[src/logic/irqvh_pkg.sv]
// irqvh_pkg: constants, types and helpers for the interrupt mapping and halt/wake-up block.
// Assumes one CPU clock domain; all users import the whole package.
package irqvh_pkg;

	// source slots and hardware order
	localparam int              NUM_SRC      = 14;
	localparam int              NUM_EXT      = 4;
	localparam int              SRC_W        = 4;
	localparam logic [SRC_W-1:0] SRC_TLI      = 4'h0;
	localparam logic [SRC_W-1:0] SRC_TIMEBASE = 4'h1;
	localparam logic [SRC_W-1:0] SRC_EXT0     = 4'h2;
	localparam logic [SRC_W-1:0] SRC_UNUSED   = 4'h6;
	localparam logic [SRC_W-1:0] SRC_SPI      = 4'h7;
	localparam logic [SRC_W-1:0] SRC_TIM_A    = 4'h8;
	localparam logic [SRC_W-1:0] SRC_TIM_B    = 4'h9;
	localparam logic [SRC_W-1:0] SRC_SERIAL   = 4'hA;
	localparam logic [SRC_W-1:0] SRC_AVD      = 4'hB;
	localparam logic [SRC_W-1:0] SRC_I2C      = 4'hC;
	localparam logic [SRC_W-1:0] SRC_ART      = 4'hD;

	// vector addresses (low byte of each pair)
	localparam logic [15:0] VEC_RESET = 16'hFFFE;
	localparam logic [15:0] VEC_TRAP  = 16'hFFFC;
	localparam logic [15:0] VEC_TOP   = 16'hFFFA;
	localparam logic [15:0] VEC_STEP  = 16'h0002;

	// priority mask codes {high,low} and the level each one means
	localparam logic [1:0] MASK_LVL0 = 2'h2;
	localparam logic [1:0] MASK_LVL1 = 2'h0;
	localparam logic [1:0] MASK_LVL2 = 2'h1;
	localparam logic [1:0] MASK_LVL3 = 2'h3;

	// external sense select codes
	localparam logic [1:0] SENSE_FALL_LOW = 2'h0;
	localparam logic [1:0] SENSE_RISE     = 2'h1;
	localparam logic [1:0] SENSE_FALL     = 2'h2;
	localparam logic [1:0] SENSE_BOTH     = 2'h3;
	localparam logic       PIN_IDLE       = 1'b1;

	// oscillator start-up delays in CPU cycles
	localparam int              STARTUP_W     = 13;
	localparam logic [STARTUP_W-1:0] STARTUP_SHORT = 13'h0100;
	localparam logic [STARTUP_W-1:0] STARTUP_LONG  = 13'h1000;

	localparam int STACK_DEPTH = 4;

	typedef struct packed {
		logic            pol_b;
		logic            pol_a;
		logic [3:0][1:0] sel;
	} irqvh_sense_cfg_t;

	typedef struct packed {
		logic wdg_enabled;
		logic wdg_halt_allow;
		logic osc_irq_enable;
		logic startup_long;
	} irqvh_halt_cfg_t;

	typedef struct packed {
		logic spi_slave;
		logic art_ext_clk;
	} irqvh_wake_cfg_t;

	typedef enum logic [1:0] {ST_RUN, ST_HALT, ST_STARTUP} irqvh_state_t;

	function automatic logic [1:0] irqvh_code2lvl(input logic [1:0] code);
		case (code)
			MASK_LVL0: irqvh_code2lvl = 2'h0;
			MASK_LVL1: irqvh_code2lvl = 2'h1;
			MASK_LVL2: irqvh_code2lvl = 2'h2;
			default:   irqvh_code2lvl = 2'h3;
		endcase
	endfunction : irqvh_code2lvl

	function automatic logic [1:0] irqvh_lvl2code(input logic [1:0] lvl);
		case (lvl)
			2'h0:    irqvh_lvl2code = MASK_LVL0;
			2'h1:    irqvh_lvl2code = MASK_LVL1;
			2'h2:    irqvh_lvl2code = MASK_LVL2;
			default: irqvh_lvl2code = MASK_LVL3;
		endcase
	endfunction : irqvh_lvl2code

endpackage : irqvh_pkg

[src/logic/irqvh_ext_sense.sv]
// irqvh_ext_sense: one external interrupt pin, synchronised, with selectable sensitivity.
// Assumes an asynchronous pin idling high and a clear pulse from the same clock domain.
`timescale 1ns/1ps
`default_nettype none

module irqvh_ext_sense import irqvh_pkg::*; #(
	parameter bit HAS_POL = 1'b0
) (
	// clock and reset
	input  wire logic       i_clk,
	input  wire logic       i_rst,
	// pin and configuration
	input  wire logic       i_pin,
	input  wire logic [1:0] i_sel,
	input  wire logic       i_pol,
	input  wire logic       i_clear,
	// pending flag
	output logic            o_pending
);

	logic sync1_q;
	logic sync2_q;
	logic prev_q;
	logic fall;
	logic rise;
	logic set_ev;

	always_ff @(posedge i_clk) begin
		if (i_rst) begin
			sync1_q <= PIN_IDLE;
			sync2_q <= PIN_IDLE;
			prev_q  <= PIN_IDLE;
		end else begin
			sync1_q <= i_pin;
			sync2_q <= sync1_q;
			prev_q  <= sync2_q;
		end
	end

	assign fall = prev_q & ~sync2_q;
	assign rise = ~prev_q & sync2_q;

	always_comb begin
		case (i_sel)
			SENSE_RISE: set_ev = rise;
			SENSE_FALL: set_ev = fall;
			SENSE_BOTH: set_ev = rise | fall;
			default: begin
				// polarity turns falling+low into rising+high where supported
				if (HAS_POL && i_pol)
					set_ev = rise | sync2_q;
				else
					set_ev = fall | ~sync2_q;
			end
		endcase
	end

	// set wins over clear
	always_ff @(posedge i_clk) begin
		if (i_rst)
			o_pending <= 1'b0;
		else if (set_ev)
			o_pending <= 1'b1;
		else if (i_clear)
			o_pending <= 1'b0;
	end
endmodule : irqvh_ext_sense

`default_nettype wire

[src/logic/irqvh_ctrl.sv]
// irqvh_ctrl: interrupt mapping, priority grant, mask stacking and halt/wake-up control.
// Assumes the CPU acks a request with a one-cycle pulse and peripherals hold level requests.
`timescale 1ns/1ps
`default_nettype none

// Notes on behaviour
// - line interrupt: vector FFFA, top priority, wakes
// - time base: vector FFF8, wakes halt
// - four port groups FFF6 down to FFF0, wake
// - SPI FFEC, wakes only as slave
// - timers FFEA and FFE8, never wake
// - serial, voltage, I2C FFE6-FFE2, never wake
// - auto-reload timer FFE0, wakes on external clock
// - equal level: lowest source number wins
// - four groups with independent sensitivity
// - fall, rise, both, fall+low; rise+high groups 0,2
// - changed sense setting clears pending external flags
// - halt entered only with oscillator irq disabled
// - wake restarts oscillator, waits 256/4096 cycles
// - halt entry forces mask to 10b
// - halt stops oscillator and peripheral clocks
// - watchdog forbidding halt: halt gives watchdog reset
// - entry pushes mask, sets level; pop restores
module irqvh_ctrl import irqvh_pkg::*; #(
	parameter int DEPTH = STACK_DEPTH
) (
	// clock and reset
	input  wire logic                   i_clk,
	input  wire logic                   i_rst,
	// interrupt sources
	input  wire logic                   i_top_level_line_irq,
	input  wire logic [NUM_EXT-1:0]     i_ext_group,
	input  wire logic [NUM_SRC-1:0]     i_periph_req,
	input  wire logic [NUM_SRC-1:0][1:0] i_src_level,
	// configuration
	input  wire logic                   i_sense_wr,
	input  wire irqvh_sense_cfg_t       i_ext_sense_control,
	input  wire logic [1:0]             i_tli_sel,
	input  wire irqvh_halt_cfg_t        i_halt_cfg,
	input  wire irqvh_wake_cfg_t        i_wake_cfg,
	// cpu side
	input  wire logic                   i_irq_ack,
	input  wire logic                   i_trap,
	input  wire logic                   i_cc_pop,
	input  wire logic                   i_mask_wr,
	input  wire logic [1:0]             i_mask_wdata,
	input  wire logic                   i_halt_exec,
	// grant
	output logic                        o_irq_req,
	output logic [SRC_W-1:0]            o_src_id,
	output logic [15:0]                 o_vector,
	output logic                        o_trap_go,
	output logic                        o_reset_fetch,
	output logic [1:0]                  o_prio_mask,
	// power
	output logic                        o_halted,
	output logic                        o_osc_run,
	output logic                        o_periph_clk_en,
	output logic                        o_cpu_run,
	output logic                        o_wdg_reset,
	output logic [NUM_EXT:0]            o_ext_pending
);

	irqvh_state_t             state_q;
	irqvh_state_t             state_d;
	irqvh_sense_cfg_t         sense_q;
	logic [1:0]               tli_sel_q;
	logic                     sense_change;
	logic [NUM_EXT:0]         ext_pend;
	logic [NUM_EXT:0]         ext_clear;
	logic [NUM_SRC-1:0]       req;
	logic [NUM_SRC-1:0]       wake_cap;
	logic                     wake_any;
	logic                     best_valid;
	logic [SRC_W-1:0]         best_idx;
	logic [1:0]               best_lvl;
	logic [1:0]               cur_lvl;
	logic                     ack_ok;
	logic [1:0]               ack_lvl;
	logic [STARTUP_W-1:0]     cnt_q;
	logic [STARTUP_W-1:0]     delay_lim;
	logic                     from_reset_q;
	logic                     halt_ok;
	logic                     wdg_block;
	logic [DEPTH-1:0][1:0]    stack_q;
	logic [$clog2(DEPTH):0]   sp_q;
	logic [$clog2(DEPTH)-1:0] push_idx;
	logic [$clog2(DEPTH)-1:0] pop_idx;

	// external sense configuration; software keeps writes to level 3
	assign sense_change = i_sense_wr && (i_ext_sense_control != sense_q || i_tli_sel != tli_sel_q);

	always_ff @(posedge i_clk) begin
		if (i_rst) begin
			sense_q   <= '0;
			tli_sel_q <= SENSE_FALL;
		end else if (i_sense_wr) begin
			sense_q   <= i_ext_sense_control;
			tli_sel_q <= i_tli_sel;
		end
	end

	// ack clears the granted edge flag; a changed setting clears all
	assign ack_ok = i_irq_ack && o_irq_req;

	always_comb begin
		for (int g = 0; g <= NUM_EXT; g++) begin
			ext_clear[g] = sense_change;
		end
		if (ack_ok && o_src_id == SRC_TLI)
			ext_clear[0] = 1'b1;
		for (int g = 0; g < NUM_EXT; g++) begin
			if (ack_ok && o_src_id == SRC_W'(int'(SRC_EXT0) + g))
				ext_clear[g+1] = 1'b1;
		end
	end

	irqvh_ext_sense #(.HAS_POL(1'b0)) u_tli (
		.i_clk     (i_clk),
		.i_rst     (i_rst),
		.i_pin     (i_top_level_line_irq),
		.i_sel     (tli_sel_q),
		.i_pol     (1'b0),
		.i_clear   (ext_clear[0]),
		.o_pending (ext_pend[0])
	);

	// groups 0 and 2 sit on the ports with a polarity bit
	genvar gi;
	generate
		for (gi = 0; gi < NUM_EXT; gi++) begin : g_ext
			irqvh_ext_sense #(.HAS_POL(gi == 0 || gi == 2)) u_sense (
				.i_clk     (i_clk),
				.i_rst     (i_rst),
				.i_pin     (i_ext_group[gi]),
				.i_sel     (sense_q.sel[gi]),
				.i_pol     ((gi < 2) ? sense_q.pol_a : sense_q.pol_b),
				.i_clear   (ext_clear[gi+1]),
				.o_pending (ext_pend[gi+1])
			);
		end
	endgenerate

	// request vector and halt wake capability
	always_comb begin
		req = i_periph_req;
		req[SRC_TLI] = ext_pend[0];
		for (int g = 0; g < NUM_EXT; g++) begin
			req[int'(SRC_EXT0) + g] = ext_pend[g+1];
		end
		req[SRC_UNUSED] = 1'b0;
		wake_cap = '0;
		wake_cap[SRC_TLI] = 1'b1;
		wake_cap[SRC_TIMEBASE] = 1'b1;
		for (int g = 0; g < NUM_EXT; g++) begin
			wake_cap[int'(SRC_EXT0) + g] = 1'b1;
		end
		wake_cap[SRC_SPI] = i_wake_cfg.spi_slave;
		wake_cap[SRC_ART] = i_wake_cfg.art_ext_clk;
		// timers, serial, voltage detector and I2C stay zero
	end

	assign wake_any = |(req & wake_cap);
	assign cur_lvl  = irqvh_code2lvl(o_prio_mask);

	// highest software level first, then lowest source number
	always_comb begin
		best_valid = 1'b0;
		best_idx   = '0;
		best_lvl   = '0;
		for (int i = NUM_SRC - 1; i >= 0; i--) begin
			if (req[i] && i_src_level[i] > cur_lvl && (!best_valid || i_src_level[i] >= best_lvl)) begin
				best_valid = 1'b1;
				best_idx   = SRC_W'(i);
				best_lvl   = i_src_level[i];
			end
		end
	end

	// halt control
	assign wdg_block = i_halt_cfg.wdg_enabled && !i_halt_cfg.wdg_halt_allow;
	assign halt_ok   = i_halt_exec && !wdg_block && !i_halt_cfg.osc_irq_enable;
	assign delay_lim = i_halt_cfg.startup_long ? STARTUP_LONG : STARTUP_SHORT;

	always_comb begin
		state_d = state_q;
		case (state_q)
			ST_RUN: begin
				if (halt_ok)
					state_d = ST_HALT;
			end
			ST_HALT: begin
				if (wake_any)
					state_d = ST_STARTUP;
			end
			ST_STARTUP: begin
				if (cnt_q >= delay_lim - 1'b1)
					state_d = ST_RUN;
			end
			default: state_d = ST_RUN;
		endcase
	end

	// reset counts as a wake: it runs the start-up delay too
	always_ff @(posedge i_clk) begin
		if (i_rst)
			state_q <= ST_STARTUP;
		else
			state_q <= state_d;
	end

	always_ff @(posedge i_clk) begin
		if (i_rst)
			cnt_q <= '0;
		else if (state_q == ST_STARTUP)
			cnt_q <= cnt_q + 1'b1;
		else
			cnt_q <= '0;
	end

	always_ff @(posedge i_clk) begin
		if (i_rst)
			from_reset_q <= 1'b1;
		else if (state_q == ST_STARTUP && state_d == ST_RUN)
			from_reset_q <= 1'b0;
	end

	always_ff @(posedge i_clk) begin
		if (i_rst) begin
			o_halted        <= 1'b0;
			o_osc_run       <= 1'b1;
			o_periph_clk_en <= 1'b0;
			o_cpu_run       <= 1'b0;
		end else begin
			o_halted        <= (state_d == ST_HALT);
			o_osc_run       <= (state_d != ST_HALT);
			o_periph_clk_en <= (state_d != ST_HALT);
			o_cpu_run       <= (state_d == ST_RUN);
		end
	end

	always_ff @(posedge i_clk) begin
		if (i_rst)
			o_wdg_reset <= 1'b0;
		else
			o_wdg_reset <= (state_q == ST_RUN) && i_halt_exec && wdg_block;
	end

	// grant and vector
	always_ff @(posedge i_clk) begin
		if (i_rst) begin
			o_irq_req     <= 1'b0;
			o_src_id      <= '0;
			o_vector      <= VEC_RESET;
			o_trap_go     <= 1'b0;
			o_reset_fetch <= 1'b0;
		end else begin
			o_reset_fetch <= 1'b0;
			o_trap_go     <= 1'b0;
			o_irq_req     <= (state_q == ST_RUN) && best_valid && !ack_ok && !i_trap;
			if (state_q == ST_STARTUP && state_d == ST_RUN && from_reset_q) begin
				o_reset_fetch <= 1'b1;
				o_irq_req     <= 1'b0;
				o_vector      <= VEC_RESET;
			end else if (state_q == ST_RUN && i_trap) begin
				o_trap_go <= 1'b1;
				o_vector  <= VEC_TRAP;
			end else if (best_valid) begin
				o_src_id <= best_idx;
				o_vector <= 16'(VEC_TOP - VEC_STEP * 16'(best_idx));
			end
		end
	end

	// priority mask and its stack
	assign ack_lvl = i_src_level[o_src_id];

	// a full stack keeps overwriting its top entry
	assign push_idx = (sp_q == ($clog2(DEPTH)+1)'(DEPTH)) ? ($clog2(DEPTH))'(DEPTH - 1) : sp_q[$clog2(DEPTH)-1:0];
	assign pop_idx  = ($clog2(DEPTH))'(sp_q - 1'b1);

	always_ff @(posedge i_clk) begin
		if (i_rst) begin
			o_prio_mask <= MASK_LVL3;
			sp_q        <= '0;
			stack_q     <= '0;
		end else if (state_q == ST_RUN && state_d == ST_HALT) begin
			o_prio_mask <= MASK_LVL0;
		end else if (ack_ok || (state_q == ST_RUN && i_trap)) begin
			stack_q[push_idx] <= o_prio_mask;
			if (sp_q < ($clog2(DEPTH)+1)'(DEPTH))
				sp_q <= sp_q + 1'b1;
			o_prio_mask <= ack_ok ? irqvh_lvl2code(ack_lvl) : MASK_LVL3;
		end else if (i_cc_pop && sp_q != '0) begin
			o_prio_mask <= stack_q[pop_idx];
			sp_q        <= sp_q - 1'b1;
		end else if (i_mask_wr) begin
			o_prio_mask <= i_mask_wdata;
		end
	end

	always_ff @(posedge i_clk) begin
		if (i_rst)
			o_ext_pending <= '0;
		else
			o_ext_pending <= ext_pend;
	end

	// a grantable source that should have beaten the winner
	logic tie_lost;
	always_comb begin
		tie_lost = 1'b0;
		for (int j = 0; j < NUM_SRC; j++) begin
			if (req[j] && i_src_level[j] > cur_lvl) begin
				if (j < int'(best_idx) && i_src_level[j] >= best_lvl)
					tie_lost = 1'b1;
				if (j > int'(best_idx) && i_src_level[j] > best_lvl)
					tie_lost = 1'b1;
			end
		end
	end
endmodule : irqvh_ctrl

`default_nettype wire

[config.mk]
export PLATFORM = sky130hd
export DESIGN_NAME = irqvh_ctrl
export DESIGN_NICKNAME = d
export VERILOG_FILES = /design/src/logic/irqvh_pkg.sv /design/src/logic/irqvh_ext_sense.sv /design/src/logic/irqvh_ctrl.sv
export SDC_FILE = /design/constraint.sdc
export NUM_CORES = 1
export LEC_CHECK = 0
export ABC_AREA = 1
export BUFFER_PORTS_ARGS = -buffer_cell sky130_fd_sc_hd__buf_2
export CAP_MARGIN = 15
export CORE_MARGIN = 5
export CORE_UTILIZATION = 55
export CTS_BUF_LIST = sky130_fd_sc_hd__clkbuf_8
export DETAILED_ROUTE_END_ITERATION = 12
export PLACE_DENSITY = 0.88
export SLEW_MARGIN = 20
export SYNTH_ARGS = -nofsm -noshare
export SYNTH_HDL_FRONTEND = slang
export SYNTH_HIERARCHICAL = 1
export SYNTH_SLANG_ARGS = --single-unit
[constraint.sdc]
create_clock -name i_clk -period 15 [get_ports i_clk]
set_input_delay 2.25 -clock i_clk [delete_from_list [all_inputs] [get_ports i_clk]]
set_output_delay 2.25 -clock i_clk [all_outputs]
set_load 0.005 [all_outputs]
==> results.ini, run 1 <==
[setup_path]
worst_r2r_startpoint = o_prio_mask[1]$_SDFFE_PP1P_
r2r_slack_ns = 1.96
crit_family = simple AND/OR/NAND/NOR gates
required_ns = 15.30
cp_max_fo = 9
crit_buf_inv = 13
cp_slowest_cell = ha_1
max_stage_delay_ns = 0.27
arrival_ns = 14.12
ff2ff_path_depth = 104
worstSetupEndpointType = register
critPathLaunchType = input port
cp_common_cell = nand2_1
r2r-end = o_vector[4]$_SDFFE_PP1P_
crit_type = in -> reg

[floorplan]
rows = 37
die-area_um2 = 12700
die_h_um = 113
core-area_um2 = 10300
fp.dieW_um = 113
start_util_pct = 56.4
io_pins = 110

[place]
gp_congestion = 0.936
dp_hpwl_um = 10600
numPortBuffers = 92
post-place-ws_ns = 0.388

[power_and_ir_drop]
power.density_nw_per_um2 = 130
ir_drop_uv = 86.9
p_leak_nw = 3.40

[sta]
tightestPinTransition_ns = 0.739
holdWs_ns = 0.417
fmax_mhz = 72.4
slew_viol_final = 0
fin_crit_ns = 13.82
finalCritPeriodShare_pct = 92.1
slew_headroom_pct = 50.4
setup_tns_ns = 0
rsz0062_at_grt = no
fin_ws_ns = 1.18
finClkSkew_ns = 0.0142
hold_viol = 0
setup_viol = 0

[global_route]
grt_overflow = 0
antenna_found_initial = 0
grt_usage_pct = 21.1
grt_first_pass_wirelength_um = 22500
first_global_vias = 5230
grt_max_degree = 34

[status]
status = completed

[routing]
routed_wl_um = 13600
vias_per_cell = 5.10
drcViolationCount = 0
post_drt_wl_per_cell_um = 12.4
ant_nets = 0
dr_total_vias = 5621
first_pass_iters = 5
drtIter0Drc = 341

[clocking]
clk_latency_ns = 0.37
htreeDepth = 3
hold_buffers = 0
clock_path_buffers = 2
cts_tree = yes
cts_root_buf = clkbuf_8
clk_pin_slew_ns = 0.10
cts.sinks = 83
numCtsBuffers = 9

[layout]
regArea_um2 = 1660
fin_nets = 1099
synthToLayoutAreaGrowth_pct = 14.0
drive_gt1_share_pct = 18.5
final_cell_mix = nand2_1, inv_1, nor2_1
diodes = 0
layout_commonest_cell = nand2_1
fillers = 924
multiInputGateArea_um2 = 3570

[yosys]
yosysTopAreaCell = dfxtp_1
synth_cells = 865
synthTopCellsByArea = dfxtp_1, ha_1, nand2_1
async_reset_ff_share_pct = 0
synth-seq-cells = 83
yosysTopAreaCellShare_pct = 28.6
synth_top_flop_cell = dfxtp_1
netlist_area_um2 = 5820
yosys_warnings = 6
syn_avg_cell_area_um2 = 6.73
synth_cell_type_count = 45
seq_area_frac_synth_pct = 28.6
synth_edf_count = 0

[worst_hold_path]
min-delay-start = g_ext[3].u_sense/sync1_q$_SDFF_PP1_
hold_class = reg -> reg
worstHoldPathCells = 1
whs_endpoint = g_ext[3].u_sense/sync2_q$_SDFF_PP1_

[run]
maxCapViolations = 0

synthesized netlist by cell type, types with 3 or more instances:
library cell	number
or2_2	12
nand2_1	159
clkbuf_1	8
nand3b_1	3
nor2_1	114
dfxtp_1	83
nor3_1	8
inv_1	138
inv_2	7
nand4_1	5
xnor2_1	13
nand2_2	12
a21oi_1	52
buf_4	11
nand2_4	6
o21ai_0	60
nand3_1	44
o22ai_1	12
ha_1	63
or2_1	3
o21ai_1	10
nand3_2	8
nand2b_2	3
power breakdown:
part	switching, mW	internal (mW)
sequential	0.0276	0.242
clock	0.0913	0.0649
combinational	0.270	0.168
total	0.389	0.474
per-stage QoR:
stage | area (um2) | total power, mW | cells | util [%]
floorplan | 5850 | 0.588 | 874 | -
global placement | 6370 | 0.676 | 1082 | 61.7
CTS | 6560 | 0.847 | 1098 | 63.6
global route | 6630 | 0.947 | 1102 | 64.2
detailed placement | 6370 | 0.689 | 1082 | 61.7
finish | 6630 | 0.863 | 1102 | 64.2
layout make-up:
type                            count  area share (%)
Inverter                          146            8.26
Clock buffer                        9            1.87
Clock inverter                      7            1.09
Tap cell                          136            2.57
Sequential cell                    83            25.1
Timing Repair Buffer               96            7.39
Multi-Input combinational cell    625            53.8
worst max-delay path by stage:
stage               startpoint                       end  slack, ns  depth (start not counted)
2_1_floorplan  i_src_level[26]  o_vector[4]$_SDFFE_PP1P_       1.86                        101
3_3_place_gp   i_src_level[26]  o_vector[3]$_SDFFE_PP1P_       0.66                        101
3_5_place_dp   i_src_level[26]  o_vector[4]$_SDFFE_PP1P_       0.39                        102
4_1_cts        i_src_level[26]  o_vector[4]$_SDFFE_PP1P_       0.73                        102
5_1_grt        i_src_level[26]  o_vector[4]$_SDFFE_PP1P_       0.02                        104
6_report       i_src_level[26]  o_vector[4]$_SDFFE_PP1P_       1.18                        104
cells by family (layout without fill, tap and decap cells):
group,Yosys count,count (layout),synth area share [%]
compound gates,152,152,14.3
xor+xnor,13,13,1.96
fa+ha+maj,63,63,13.5
buf+inv,166,258,11.4
flops,83,83,28.6
other cells,2,11,0.129
simple gates,386,386,30.1
worst reg2reg max path, delay by kind of cell (launching register included):
| family | cells | cell delay (ns) |
|---|---|---|
| buffers and inverters | 12 | 0.74 |
| DFF | 1 | 0.51 |
| adders and majority gates | 15 | 4.22 |
| AOI/OAI and AO/OA | 23 | 2.62 |
| and+or+nand+nor | 54 | 4.90 |
repair_timing:
item,4_1_cts,5_1_grt
setup endpoints to repair,0,6
setup buffers,0,4
gates resized for setup,0,16
registers in the layout, indices dropped and copies added, names as in the netlist, 2 cells and up:
signal and cells:
state_q 2, g_ext.u_sense/sync2_q 4, sense_q 10, cnt_q 13, g_ext.u_sense/o_pending 4, g_ext.u_sense/sync1_q 4, o_vector 5, sp_q 3
g_ext.u_sense/prev_q 4, tli_sel_q 2, o_prio_mask 2, o_ext_pending 5, o_src_id 4, stack_q 8
routing by layer:
metal	wire (um)	share of wire [%]	global-route usage, %
met4	297	2.2	7.45
met3	834	6.1	4.71
met1	6050	44	26.0
met5	0	0	0
met2	6440	47	36.3
Power figures use the tool's default switching activity.
==> run 2, diff against run 1 <==
- CORE_UTILIZATION: 55 -> 35
- PLACE_DENSITY: 0.88 -> 0.64
==> run 2 against run 1 <==
Net effect: hold slack worse by 0.0051 ns; clock power about the same; sequential cell count unchanged; clock skew down 0.0019 ns; critical endpoint unchanged; die area up 52%; design area up 1.8%; non-clock buffer count up 1; first-iteration DRC count down 18%; largest cell class unchanged; total power up 1.1%.
==> results.ini, run 2 (same netlist as run 1, synthesis figures left out) <==
[layout]
diodes = 0  ; unchanged
layout_commonest_cell = nand2_1  ; unchanged
multiInputGateArea_um2 = 3580  ; was 3570 um2
largest_register_ffs = 13  ; unchanged
fin_nets = 1100  ; was 1099
fillers = 1785  ; was 924
reg_top3 = cnt_q x13, sense_q x10, stack_q x8  ; unchanged
regArea_um2 = 1660  ; unchanged
drive_gt1_share_pct = 18.7  ; was 18.5%
synthToLayoutAreaGrowth_pct = 16.0  ; was 14.0%
final_cell_mix = nand2_1, inv_1, nor2_1  ; unchanged
max_flop_register = cnt_q  ; unchanged

[setup_path]
cp_common_cell = nand2_1  ; unchanged
worstSetupEndpointType = register  ; unchanged
crit_type = in -> reg  ; unchanged
cp_slowest_cell = ha_1  ; unchanged
critPathLaunchType = input port  ; unchanged
max_stage_delay_ns = 0.30  ; was 0.27 ns
required_ns = 15.23  ; was 15.30 ns
cp_max_fo = 9  ; unchanged
arrival_ns = 13.96  ; was 14.12 ns

[clocking]
clk_pin_slew_ns = 0.08  ; was 0.10 ns
cts_root_buf = clkbuf_8  ; unchanged
htreeDepth = 3  ; unchanged
cts.sinks = 83  ; unchanged
clk_latency_ns = 0.35  ; was 0.37 ns
hold_buffers = 0  ; unchanged
cts_tree = yes  ; unchanged
clock_path_buffers = 2  ; unchanged
numCtsBuffers = 9  ; unchanged

[sta]
tightestPinTransition_ns = 0.764  ; was 0.739 ns
fmax_mhz = 72.8  ; was 72.4 MHz
setup_tns_ns = 0  ; unchanged
fin_ws_ns = 1.26  ; was 1.18 ns
fin_crit_ns = 13.74  ; was 13.82 ns
finClkSkew_ns = 0.0123  ; was 0.0142 ns
slew_headroom_pct = 48.8  ; was 50.4%
setup_viol = 0  ; unchanged
slew_viol_final = 0  ; unchanged
finalCritPeriodShare_pct = 91.6  ; was 92.1%
hold_viol = 0  ; unchanged

[power_and_ir_drop]
p_leak_nw = 3.41  ; was 3.40 nW
ir_drop_uv = 59.7  ; was 86.9 uV
power.density_nw_per_um2 = 129  ; was 130 nW/um2
p_total_mw = 0.873  ; was 0.863 mW

[routing]
drtIter0Drc = 281  ; was 341
drcViolationCount = 0  ; unchanged
routed_wl_um = 14600  ; was 13600 um
ant_nets = 0  ; unchanged
dr_total_vias = 5525  ; was 5621
vias_per_cell = 4.66  ; was 5.10
first_pass_iters = 5  ; unchanged
post_drt_wl_per_cell_um = 12.3  ; was 12.4 um

[status]
status = completed  ; unchanged

[global_route]
grt_overflow = 0  ; unchanged
grt_usage_pct = 15.1  ; was 21.1%
grt_max_degree = 34  ; unchanged
grt_first_pass_wirelength_um = 24400  ; was 22500 um
first_global_vias = 5152  ; was 5230
antenna_found_initial = 2  ; was 0

[floorplan]
io_pins = 110  ; unchanged
die_h_um = 139  ; was 113 um
core-area_um2 = 16500  ; was 10300 um2
rows = 47  ; was 37
die-area_um2 = 19300  ; was 12700 um2
start_util_pct = 35.3  ; was 56.4%
fp.dieW_um = 139  ; was 113 um

[worst_hold_path]
hold_class = reg -> reg  ; unchanged

[place]
numPortBuffers = 92  ; unchanged
dp_hpwl_um = 11600  ; was 10600 um
gp_congestion = 0.877  ; was 0.936
post-place-ws_ns = 0.495  ; was 0.388 ns

[run]
maxCapViolations = 0  ; unchanged

## run 2: metrics by stage
stage | std cells | hold WS [ns] | cell area [um2] | util [%]
final | 1186 | 0.412 | 6750 | 41.0
after floorplan | 874 | 0.389 | 5850 | -
after CTS | 1181 | 0.413 | 6660 | 40.5
after global placement | 1166 | 0.392 | 6470 | 39.3
after detailed placement | 1166 | 0.394 | 6470 | 39.3
after global routing | 1186 | 0.438 | 6750 | 41.0
## run 2: where the power goes
part / internal (mW) / switching [mW] / total [mW] / leakage, nW
clock: 0.0763 / 0.0828 / 0.159 / 0.0913
sequential: 0.242 / 0.0256 / 0.267 / 0.682
combinational: 0.169 / 0.278 / 0.447 / 2.63
## run 2: final timing paths
kind / startpoint / slack, ns / end / cells past startpoint
max: i_src_level[27] / 1.26 / o_vector[4]$_SDFFE_PP1P_ / 101
max reg2reg: o_prio_mask[1]$_SDFFE_PP1P_ / 2.00 / o_vector[4]$_SDFFE_PP1P_ / 102
min: g_ext[0].u_sense/sync1_q$_SDFF_PP1_ / 0.41 / g_ext[0].u_sense/sync2_q$_SDFF_PP1_ / 1
min reg2reg: g_ext[0].u_sense/sync1_q$_SDFF_PP1_ / 0.41 / g_ext[0].u_sense/sync2_q$_SDFF_PP1_ / 1
## run 2: cell type report
type / count / share of cell area (%)
multi-input combinational: 625 / 53.0
inverter: 146 / 8.12
tap: 220 / 4.08
clock buffer: 9 / 1.84
clock inverter: 6 / 1.00
timing repair buffer: 97 / 7.38
sequential: 83 / 24.6
## run 2: layer usage
layer	part of all wire, %	up-vias	global-route usage (%)
met5	0.26	-	0
met4	0.96	4	2.99
met3	6.2	13	3.97
met2	45	154	25.2
met1	47	2411	19.8
li1	-	2943	-
## run 2: critical path, delay by kind of cell
family,cells,cell delay (ns)
AO/OA/AOI/OAI,23,2.73
adder cells (fa/ha/maj),14,3.58
buffers and inverters,13,0.84
AND/OR/NAND/NOR,51,4.53
## run 2: timing repair
action                     4_1_cts  5_1_grt
gates resized for setup          0       19
buffers inserted                 0        5
setup endpoints to repair        0        8
